`src/hw/ring_desc_pkg.sv`:
```
// Constants and types shared by the descriptor status logic
package ring_desc_pkg;
   localparam int DESC_WORDS = 4;
   localparam int WORD_BITS = 16;
   localparam int APB_ADDR_W = 12;
   // Descriptor word numbers within one entry
   localparam logic [1:0] WORD_ADDR_LOW = 2'h0;
   localparam logic [1:0] WORD_FLAGS = 2'h1;
   localparam logic [1:0] WORD_COUNT = 2'h3;
   // Flag word bit positions (shared by receive and transmit entries)
   localparam int HOLDER_BIT = 15;
   localparam int FAULT_BIT = 14;
   localparam int ODD_BITS_BIT = 13;
   localparam int APPEND_BIT = 13;
   localparam int OVERRUN_BIT = 12;
   localparam int MULTI_RETRY_BIT = 12;
   localparam int CRC_ERR_BIT = 11;
   localparam int SINGLE_RETRY_BIT = 11;
   localparam int CHAIN_MISS_BIT = 10;
   localparam int CHANNEL_WAIT_BIT = 10;
   localparam int FIRST_SEG_BIT = 9;
   localparam int LAST_SEG_BIT = 8;
   localparam int ADDR_HIGH_MSB = 7;
   localparam int RX_COUNT_BITS = 12;
   // APB map
   localparam logic [11:0] RX_RING_BASE = 12'h000;
   localparam logic [11:0] TX_RING_BASE = 12'h100;
   localparam logic [11:0] MODE_OFS = 12'h200;
   localparam logic [11:0] STATE_OFS = 12'h204;
   localparam int RING_SEL_BIT = 8;
   localparam int ENTRY_LSB = 4;
   localparam int ENTRY_BITS = 4;
   localparam int WORD_LSB = 2;
   // Mode register fields
   localparam int MODE_RUN_BIT = 0;
   localparam int MODE_LOOP_BIT = 2;
   localparam int MODE_SUPPRESS_BIT = 3;
   localparam logic [15:0] MODE_RESET = 16'h0000;
   // State register fields
   localparam int STATE_RX_IDX_LSB = 0;
   localparam int STATE_TX_IDX_LSB = 4;
   localparam int STATE_RX_PKT_BIT = 8;
   localparam int STATE_TX_PKT_BIT = 9;
   localparam int STATE_TX_FSM_LSB = 10;
   typedef enum logic [1:0] {
      TX_OFF = 2'b00,
      TX_POLL = 2'b01,
      TX_SEND = 2'b10
   } tx_state_t;
endpackage

```
`src/hw/desc_status_if.sv`:
```
// Flag word hand-off between the core and the status packers
`timescale 1ns/10ps
interface desc_status_if;
   logic [15:0] rx_word;
   logic [15:0] rx_status;
   logic rx_last, rx_odd, rx_crc, rx_rx_fifo_overrun, rx_miss, rx_first, rx_loop;
   logic [15:0] tx_word;
   logic [15:0] tx_status;
   logic tx_late, tx_carrier, tx_under, tx_retry_exh, tx_deferred;
   logic [4:0] tx_retries;
   modport core(output rx_word, rx_last, rx_odd, rx_crc, rx_rx_fifo_overrun, rx_miss,
      rx_first, rx_loop, tx_word, tx_late, tx_carrier, tx_under,
      tx_retry_exh, tx_deferred, tx_retries, input rx_status, tx_status);
   modport rx_side(input rx_word, rx_last, rx_odd, rx_crc, rx_rx_fifo_overrun, rx_miss,
      rx_first, rx_loop, output rx_status);
   modport tx_side(input tx_word, tx_late, tx_carrier, tx_under,
      tx_retry_exh, tx_deferred, tx_retries, output tx_status);
endinterface // desc_status_if

```
`src/hw/ring_descriptor_status_logic.sv`:
```
// Descriptor rings with ownership handshake and status write-back
//
// Added by the designer: the APB register port and the register offsets.
`timescale 1ns/10ps
// Contract
// - Word 1 bit 15 is ownership; device clears it after filling rx buffer.
// - After handing an entry over, neither side writes any of its words.
// - Receive fault summary is OR of odd bits, overrun, CRC, chain miss.
// - Odd bits needs CRC error, last segment, no overrun, not loopback.
// - Receive overrun marks lost data; then last segment stays clear.
// - CRC error reported only with last segment set and no overrun.
// - Chain miss set when next rx entry is not owned while chaining.
// - With chain miss, overrun shown only when both occur together.
// - Device marks first and last rx segment; both means unchained.
// - Device writes byte count on last segment; host clears it.
// - Host sets tx ownership after filling; device clears after sending.
// - Transmit fault summary is OR of late, carrier, underrun, retry.
// - Append flag forces CRC despite suppress mode, only on first segment.
// - Multi retry for more than one retry, single for exactly one; code also needs no late collision for single.
// - Channel wait set when transmission had to defer on busy channel.
// - Owned tx entries without first segment are skipped while polling; code sends them while a packet is in progress.
// - Every entry is four consecutive 16-bit words.
module ring_descriptor_status_logic #(
   parameter int RING_DEPTH = 4
) (
   input wire logic pclk,
   input wire logic presetn,
   input wire logic psel,
   input wire logic penable,
   input wire logic pwrite,
   input wire logic [ring_desc_pkg::APB_ADDR_W-1:0] paddr,
   input wire logic [31:0] pwdata,
   output logic [31:0] prdata,
   output logic pready,
   output logic pslverr,
   input wire logic rx_seg_done,
   input wire logic rx_seg_last,
   input wire logic rx_odd_bits,
   input wire logic rx_crc_err,
   input wire logic rx_overflow,
   input wire logic [ring_desc_pkg::RX_COUNT_BITS-1:0] rx_byte_count,
   output logic rx_buf_ready,
   output logic [23:0] rx_buf_addr,
   input wire logic tx_seg_done,
   input wire logic tx_late_collision,
   input wire logic tx_carrier_lost,
   input wire logic tx_underrun,
   input wire logic tx_retry_exhausted,
   input wire logic tx_deferred,
   input wire logic [4:0] tx_retry_count,
   output logic tx_start,
   output logic tx_active,
   output logic [23:0] tx_buf_addr,
   output logic tx_buf_last,
   output logic tx_append_crc
);
   import ring_desc_pkg::*;

   localparam int IDX_W = (RING_DEPTH > 1) ? $clog2(RING_DEPTH) : 1;

   typedef logic [DESC_WORDS-1:0][WORD_BITS-1:0] entry_t;

   typedef struct packed {
      logic [1:0][RING_DEPTH-1:0][DESC_WORDS-1:0][WORD_BITS-1:0] mem;
      logic [IDX_W-1:0] rx_idx;
      logic [IDX_W-1:0] tx_idx;
      logic rx_in_pkt;
      logic tx_in_pkt;
      tx_state_t tx_state;
      logic [15:0] mode;
      logic [31:0] prdata;
      logic tx_start;
      logic tx_append;
   } state_t;

   state_t r;
   state_t next_r;

   desc_status_if st ();

   rx_status_pack u_rx_pack (
      .s(st.rx_side)
   );

   tx_status_pack u_tx_pack (
      .s(st.tx_side)
   );

   // Ring words: bit 8 selects ring, 7:4 entry, 3:2 word
   function automatic logic ring_hit(input logic [APB_ADDR_W-1:0] a);
      logic [ENTRY_BITS-1:0] ent;
      ent = a[ENTRY_LSB +: ENTRY_BITS];
      return (a[APB_ADDR_W-1:RING_SEL_BIT+1] == '0) && (a[1:0] == 2'h0)
         && (32'(ent) < RING_DEPTH);
   endfunction

   function automatic logic reg_hit(input logic [APB_ADDR_W-1:0] a);
      return (a == MODE_OFS) || (a == STATE_OFS);
   endfunction

   logic ring_sel;
   logic [IDX_W-1:0] ent_sel;
   logic [1:0] word_sel;
   logic [WORD_BITS-1:0] ring_word;
   logic owned_by_device;
   logic addr_ok;
   logic [15:0] rx_w1;
   logic [15:0] tx_w1;
   logic [IDX_W-1:0] rx_next_idx;
   logic rx_next_owned;
   logic rx_take;
   logic rx_end;
   logic run;
   logic [15:0] state_word;
   logic [RING_DEPTH-1:0] rx_owned;
   logic [RING_DEPTH-1:0] tx_owned;

   // Holder bit of every entry, seen by the chain-miss lookahead and the bus guard
   for (genvar g = 0; g < RING_DEPTH; g++) begin : g_holder
      assign rx_owned[g] = r.mem[0][g][WORD_FLAGS][HOLDER_BIT];
      assign tx_owned[g] = r.mem[1][g][WORD_FLAGS][HOLDER_BIT];
   end

   always_comb begin
      ring_sel = paddr[RING_SEL_BIT];
      ent_sel = paddr[ENTRY_LSB +: IDX_W];
      word_sel = paddr[WORD_LSB +: 2];
      ring_word = r.mem[ring_sel][ent_sel][word_sel];
      owned_by_device = ring_sel ? tx_owned[ent_sel] : rx_owned[ent_sel];
      addr_ok = ring_hit(paddr) || reg_hit(paddr);
      run = r.mode[MODE_RUN_BIT];
      rx_w1 = r.mem[0][r.rx_idx][WORD_FLAGS];
      tx_w1 = r.mem[1][r.tx_idx][WORD_FLAGS];
      rx_next_idx = r.rx_idx + 1'b1;
      rx_next_owned = rx_owned[rx_next_idx];
      // Only a buffer the device owns may be filled
      rx_take = rx_seg_done && run && rx_w1[HOLDER_BIT];
      rx_end = rx_seg_last || rx_overflow || st.rx_miss;
      state_word = '0;
      state_word[STATE_RX_IDX_LSB +: IDX_W] = r.rx_idx;
      state_word[STATE_TX_IDX_LSB +: IDX_W] = r.tx_idx;
      state_word[STATE_RX_PKT_BIT] = r.rx_in_pkt;
      state_word[STATE_TX_PKT_BIT] = r.tx_in_pkt;
      state_word[STATE_TX_FSM_LSB +: 2] = r.tx_state;
   end

   // Inputs to the status packers
   always_comb begin
      st.rx_word = rx_w1;
      st.rx_last = rx_seg_last;
      st.rx_odd = rx_odd_bits;
      st.rx_crc = rx_crc_err;
      st.rx_rx_fifo_overrun = rx_overflow;
      st.rx_miss = !rx_seg_last && !rx_next_owned;
      st.rx_first = !r.rx_in_pkt;
      st.rx_loop = r.mode[MODE_LOOP_BIT];
      st.tx_word = tx_w1;
      st.tx_late = tx_late_collision;
      st.tx_carrier = tx_carrier_lost;
      st.tx_under = tx_underrun;
      st.tx_retry_exh = tx_retry_exhausted;
      st.tx_deferred = tx_deferred;
      st.tx_retries = tx_retry_count;
   end

   // Zero-wait access; refused writes leave storage as it was
   assign pready = psel && penable;
   assign pslverr = psel && penable && (!addr_ok
      || (pwrite && ring_hit(paddr) && owned_by_device));

   always_comb begin
      next_r = r;
      next_r.tx_start = 1'b0;

      // Read data is captured in the setup cycle
      if (psel && !penable && !pwrite) begin
         if (ring_hit(paddr)) begin
            next_r.prdata = {16'h0000, ring_word};
         end else if (paddr == MODE_OFS) begin
            next_r.prdata = {16'h0000, r.mode};
         end else if (paddr == STATE_OFS) begin
            next_r.prdata = {16'h0000, state_word};
         end else begin
            next_r.prdata = 32'h00000000;
         end
      end

      // Host writes reach only entries it currently owns
      if (psel && penable && pwrite) begin
         if (ring_hit(paddr) && !owned_by_device) begin
            next_r.mem[ring_sel][ent_sel][word_sel] = pwdata[15:0];
         end else if (paddr == MODE_OFS) begin
            next_r.mode = pwdata[15:0];
         end
      end

      // Receive write-back; address words are left alone
      if (rx_take) begin
         next_r.mem[0][r.rx_idx][WORD_FLAGS] = st.rx_status;
         if (st.rx_status[LAST_SEG_BIT]) begin
            next_r.mem[0][r.rx_idx][WORD_COUNT] =
               16'(rx_byte_count);
         end
         next_r.rx_idx = rx_next_idx;
         next_r.rx_in_pkt = !rx_end;
      end

      case (r.tx_state)
         TX_OFF: begin
            if (run) begin
               next_r.tx_state = TX_POLL;
            end
         end
         TX_POLL: begin
            if (!run) begin
               next_r.tx_state = TX_OFF;
            end else if (tx_w1[HOLDER_BIT]) begin
               if (tx_w1[FIRST_SEG_BIT] || r.tx_in_pkt) begin
                  next_r.tx_start = 1'b1;
                  next_r.tx_state = TX_SEND;
                  if (tx_w1[FIRST_SEG_BIT]) begin
                     next_r.tx_append = !r.mode[MODE_SUPPRESS_BIT]
                        || tx_w1[APPEND_BIT];
                  end
               end else begin
                  next_r.tx_idx = r.tx_idx + 1'b1;
               end
            end
         end
         TX_SEND: begin
            if (tx_seg_done) begin
               next_r.mem[1][r.tx_idx][WORD_FLAGS] = st.tx_status;
               next_r.tx_idx = r.tx_idx + 1'b1;
               next_r.tx_in_pkt = !tx_w1[LAST_SEG_BIT];
               next_r.tx_state = run ? TX_POLL : TX_OFF;
            end
         end
         default: begin
            next_r.tx_state = TX_OFF;
         end
      endcase
   end

   always_ff @(posedge pclk or negedge presetn) begin
      if (!presetn) begin
         r <= '0;
         r.mode <= MODE_RESET;
         r.tx_state <= TX_OFF;
      end else begin
         r <= next_r;
      end
   end

   assign prdata = r.prdata;
   assign rx_buf_ready = run && rx_w1[HOLDER_BIT];
   assign rx_buf_addr = {rx_w1[ADDR_HIGH_MSB:0],
      r.mem[0][r.rx_idx][WORD_ADDR_LOW]};
   assign tx_start = r.tx_start;
   assign tx_active = (r.tx_state == TX_SEND);
   assign tx_buf_addr = {tx_w1[ADDR_HIGH_MSB:0],
      r.mem[1][r.tx_idx][WORD_ADDR_LOW]};
   assign tx_buf_last = tx_w1[LAST_SEG_BIT];
   assign tx_append_crc = r.tx_append;

endmodule // ring_descriptor_status_logic

```
`src/hw/rx_status_pack.sv`:
```
// Builds the receive flag word written back at the end of a buffer
`timescale 1ns/10ps
module rx_status_pack (
   desc_status_if.rx_side s
);
   import ring_desc_pkg::*;
   logic last_seg, overrun, crc_err, odd_bits;
   always_comb begin
      overrun = s.rx_rx_fifo_overrun;
      last_seg = s.rx_last && !overrun && !s.rx_miss;
      crc_err = s.rx_crc && last_seg;
      odd_bits = s.rx_odd && crc_err && !s.rx_loop;
      s.rx_status = s.rx_word;
      s.rx_status[HOLDER_BIT] = 1'b0;
      s.rx_status[ODD_BITS_BIT] = odd_bits;
      s.rx_status[OVERRUN_BIT] = overrun;
      s.rx_status[CRC_ERR_BIT] = crc_err;
      s.rx_status[CHAIN_MISS_BIT] = s.rx_miss;
      s.rx_status[FIRST_SEG_BIT] = s.rx_first;
      s.rx_status[LAST_SEG_BIT] = last_seg;
      s.rx_status[FAULT_BIT] = odd_bits | overrun | crc_err | s.rx_miss;
   end
endmodule // rx_status_pack

```
`src/hw/tx_status_pack.sv`:
```
// Builds the transmit flag word written back after a buffer is sent
`timescale 1ns/10ps
module tx_status_pack (
   desc_status_if.tx_side s
);
   import ring_desc_pkg::*;
   logic multi, single;
   always_comb begin
      multi = s.tx_retries > 5'h01;
      single = (s.tx_retries == 5'h01) && !s.tx_late;
      // Host-set bits 13, 9, 8 and the high address pass through
      s.tx_status = s.tx_word;
      s.tx_status[HOLDER_BIT] = 1'b0;
      s.tx_status[MULTI_RETRY_BIT] = multi;
      s.tx_status[SINGLE_RETRY_BIT] = single;
      s.tx_status[CHANNEL_WAIT_BIT] = s.tx_deferred;
      s.tx_status[FAULT_BIT] = s.tx_late | s.tx_carrier | s.tx_under
         | s.tx_retry_exh;
   end
endmodule // tx_status_pack

```
`config.mk`:
```
export PLATFORM = sky130hd
export DESIGN_NAME = ring_descriptor_status_logic
export DESIGN_NICKNAME = d
export VERILOG_FILES = /design/src/hw/ring_desc_pkg.sv /design/src/hw/desc_status_if.sv /design/src/hw/ring_descriptor_status_logic.sv /design/src/hw/rx_status_pack.sv /design/src/hw/tx_status_pack.sv
export SDC_FILE = /design/constraint.sdc
export NUM_CORES = 1
export LEC_CHECK = 0
export ABC_CLOCK_PERIOD_IN_PS = 6000
export CORE_MARGIN = 4
export CORE_UTILIZATION = 56
export DETAILED_ROUTE_END_ITERATION = 6
export DONT_BUFFER_PORTS = 1
export PLACE_DENSITY = 0.71
export SYNTH_ARGS = -nofsm -noshare
export SYNTH_HDL_FRONTEND = slang
export SYNTH_HIERARCHICAL = 1
export SYNTH_SLANG_ARGS = --single-unit
```
`constraint.sdc`:
```
create_clock -name pclk -period 6 [get_ports pclk]
set_input_delay 0.3 -clock pclk [delete_from_list [all_inputs] [get_ports pclk]]
set_output_delay 0.3 -clock pclk [all_outputs]
set_load 0.02 [all_outputs]
```
# [Yosys cells after proc, flatten, opt, wreduce, memory -nomap -nowiden]
# Cells that the tools add are included.
[totals] word_cells=189 input_bits=77 out_inout_bits=87 register_bits=570
[classes] add_sub_neg=2 magnitude_cmp=13 muxes=59 reduce_logical=55 eq_ne=12 bitwise_logic=7
[ops] op="two-way mux 256 bit" count=6
[ops] op="two-way mux 512 bit" count=2
[ops] op="bitwise mux 256 bit" count=3
[ops] op="bitwise mux 512 bit" count=1
[ops] op="demux 64 bit (select 2 bit)" count=4
[ops] op="binary-select mux 64 bit (select 2 bit)" count=3
[ops] op="two-way mux 258 bit" count=1
[ops] op="demux 256 bit (select 1 bit)" count=1
[ops] op="two-way mux 64 bit" count=3
[ops] op="two-way mux 32 bit" count=4
[ops] op="two-way mux 16 bit" count=4
[ops] op="binary-select mux 16 bit (select 2 bit)" count=1
[ops] op="demux 16 bit (select 2 bit)" count=1
[ops] op="two-way mux 2 bit" count=13
[ops] op="logical AND 1 bit" count=25
[ops] op="equality test 12 x 10 -> 1 bit, second input constant" count=2
[ops] op="< comparator 2 x 3 -> 1 bit, second input constant" count=5
[ops] op="zero test 1 bit" count=14
[ops] op="two-way mux 12 bit" count=1
[ops] op="!= test 2 bit, second input constant" count=5
[ops] op="AND reduction 5 bit" count=2
[ops] op=">= comparator 2 x 1 -> 1 bit, second input constant" count=4
[ops] op="logical OR 1 bit" count=7
[ops] op="binary-select mux 1 bit (select 2 bit)" count=3
[ops] op="other kinds (20)" count=33

# [Logic depth before layout (Yosys ltp)]
[depth] word_depth=17 mapped_depth=14 mapped_depth_nobuf=8

# [Modules after synthesis]
# The synthesis kept the hierarchy.
[modules_own_cells] mod="ring_descriptor_status_logic" cells_per_inst=2236 seq_area_each_um2=13863.3 area_each_um2=30209.0 instances=1
[modules_own_cells] mod="rx_status_pack" cells_per_inst=20 seq_area_each_um2=0.0 area_each_um2=155.1 instances=1
[modules_own_cells] mod="tx_status_pack" cells_per_inst=19 seq_area_each_um2=0.0 area_each_um2=147.6 instances=1

# [Worst setup path after synthesis]
# No wires, ideal clock.
[synth_path] kind="register to register" startpoint="register r[57] (netlist bit)" endpoint="register r[274] (netlist bit)" setup_ns=0.118 t_arrival_ns=3.153 n_path_buf=6 path_slack_ns=2.728 required_time_ns=5.882 path_stages_with_launch=14 synth_period_minus_slack_ns=3.272 cell_sequence="dfrtp_1 > clkbuf_1 > clkbuf_1 > buf_1 > inv_1 > ha_1 > mux4_2 > nor2_1 > nor3b_1 > buf_4 > and3_1 > clkbuf_1 > clkbuf_1 > a21o_1"
[synth_lines] element="start, declared" line="ring_descriptor_status_logic.sv:76" source="state_t r;"
[synth_lines] element="start signal, assigned" line="ring_descriptor_status_logic.sv:250" source="r <= next_r;"

==> summary.txt <==
Outcome
  • Run status: finished, violations left
  • Failing checks: hold timing

Timing
  • Max-slew violations: 0
  • Final min period: 4.19 ns
  • Setup Total Neg Slack: 0 ns
  • Final period utilization: 0.699
  • Worst hold slack: -0.582 ns
  • Relative slew margins: 0.163
  • RSZ-0062 raised after global routing: no
  • Setup violators final: 0
  • Final hold violation count: 554
  • Highest Clock Rate: 238 MHz
  • Clock Skew: 0.0215 ns
  • Worst-margin pin slew: 1.26 ns

Critical path
  • Worst Path Required: 6.50 ns
  • Worst R2R Setup Slack: 1.81 ns
  • CP max-delay cell: and3_1
  • Max FO, Critical Path: 29
  • Crit path largest cell delay: 1.07 ns
  • R2R depth: 7
  • Crit-path cells: buf_4, mux4_2, nor2_1, nor3b_1, and3_1, o21ai_0, dlygate4sd3_1
  • R2r endpoint: r[243]
  • Crit path DAT: 4.69 ns
  • CP Class: register to register
  • Crit path depth: 7
  • Buffers & Inverters on Critical Path: 2
  • Worst setup SP type: register
  • Crit end category: register
  • Delay-heaviest family, CP: simple AND/OR/NAND/NOR gates
  • Worst reg2reg startpoint: r[56]

Layout
  • Most common cell after layout, fill and taps aside: dfrtp_1
  • Most frequent cells in the layout: dfrtp_1 (551), mux2i_1 (239), nor2_1 (185)
  • Layout cell share with drive strength beyond 1: 0.327
  • Post-layout nets: 2239
  • P&R area growth vs syn: 7.41%
  • Final Cell Area: 32500 µm²
  • Layout Utilization: 0.612

Clock network
  • Cts bufs inserted: 59
  • CTS sink count: 554
  • Resize count post-CTS: 0
  • H-tree Lvls: 2
  • Reg clk slew, reported paths: 0.06 ns
  • Hold buffer count at CTS: 53
  • Clk buf depth: 3
  • Root Buffer: clkbuf_16
  • TritonCTS clock tree: done
  • Setup Fix Bufs, Post-CTS: 0
  • Clk_lat worst skew: 0.63 ns

GRT
  • Initial antenna violation count: 7
  • Congestion Overflow GR: 0
  • Largest net degree at the start of global routing: 555
  • Vias in the first global route: 19700
  • Global-route wire length before repair: 128000 µm
  • All-layer global routing usage: 0.294

Die
  • Die Span X: 240 µm
  • Die H: 240 µm
  • FP Rows: 84
  • Core region area: 53100 µm²
  • Initial core utilization: 0.570
  • Die area: 57800 µm²
  • Ports: 164

Synthesis
  • Post-Syn Area: 30300 µm²
  • Mapped Cells: 2264
  • Syn avg cell area: 13.4 µm²
  • Yosys warnings: 6

Place
  • Placement Cell Area: 29800 µm²
  • Port Buffers: 0
  • Gpl congestion: 0.835
  • DP HPWL: 50900 µm

Drt
  • Drt wl/cell: 29.4 µm
  • Final ANT Viol Nets: 0
  • Avg Vias per Cell: 6.60
  • # DRC: 0
  • 1st-iter DRT viols: 2039
  • Total wire length: 84800 µm
  • Total vias in the final route: 19100
  • Detailed Routing Iterations Pass 1: 5

Power
  • PD cells: 240 nW/µm²
  • Worst IR drop on VDD: 0.000247 V
  • Leakage: 15.6 nW

Hold path
  • Hold Crit Class: input pin to async pin

Job
  • Max-cap violation count: 0
worst max path at each step:
stage                     start      to  slack [ns]
after global placement    r[56]  r[243]        2.59
after global routing      r[56]  r[304]        1.58
final                     r[56]  r[243]        1.81
after detailed placement  r[56]  r[238]        2.49
after CTS                 r[56]  r[239]        1.97
after floorplan           r[57]  r[274]        2.99
stage by stage:
step | power (mW) | std cells | setup WS (ns)
after floorplan | 4.12 | 2279 | 2.99
after global placement | 4.04 | 2728 | 2.59
after detailed placement | 4.04 | 2728 | 2.49
after CTS | 7.83 | 2887 | 1.97
after global routing | 8.01 | 2888 | 1.58
final | 7.80 | 2890 | 1.81
cell type report:
cell class / instances / area, µm²
clock buffers: 90 / 1800
flip-flops and latches: 554 / 13900
diodes: 3 / 7.51
fillers: 3962 / 20600
well taps: 688 / 861
clock inverters: 16 / 165
repair buffers: 99 / 1040
multi-input cells: 1431 / 14700
inverters: 9 / 33.8
report_power, final:
group / total, mW / switching (mW) / internal, mW
Combinational: 0.277 / 0.166 / 0.111
Clock: 3.71 / 1.54 / 2.18
Sequential: 3.81 / 0.0575 / 3.76
layer usage:
metal / GRT usage / part of all wire / vias up
li1: - / - / 7998
met1: 0.409 / 0.41 / 10100
met2: 0.464 / 0.47 / 794
met3: 0.0635 / 0.079 / 204
met4: 0.104 / 0.036 / 8
met5: 0 / 0.00070 / -
Power figures use the tool's default switching activity.
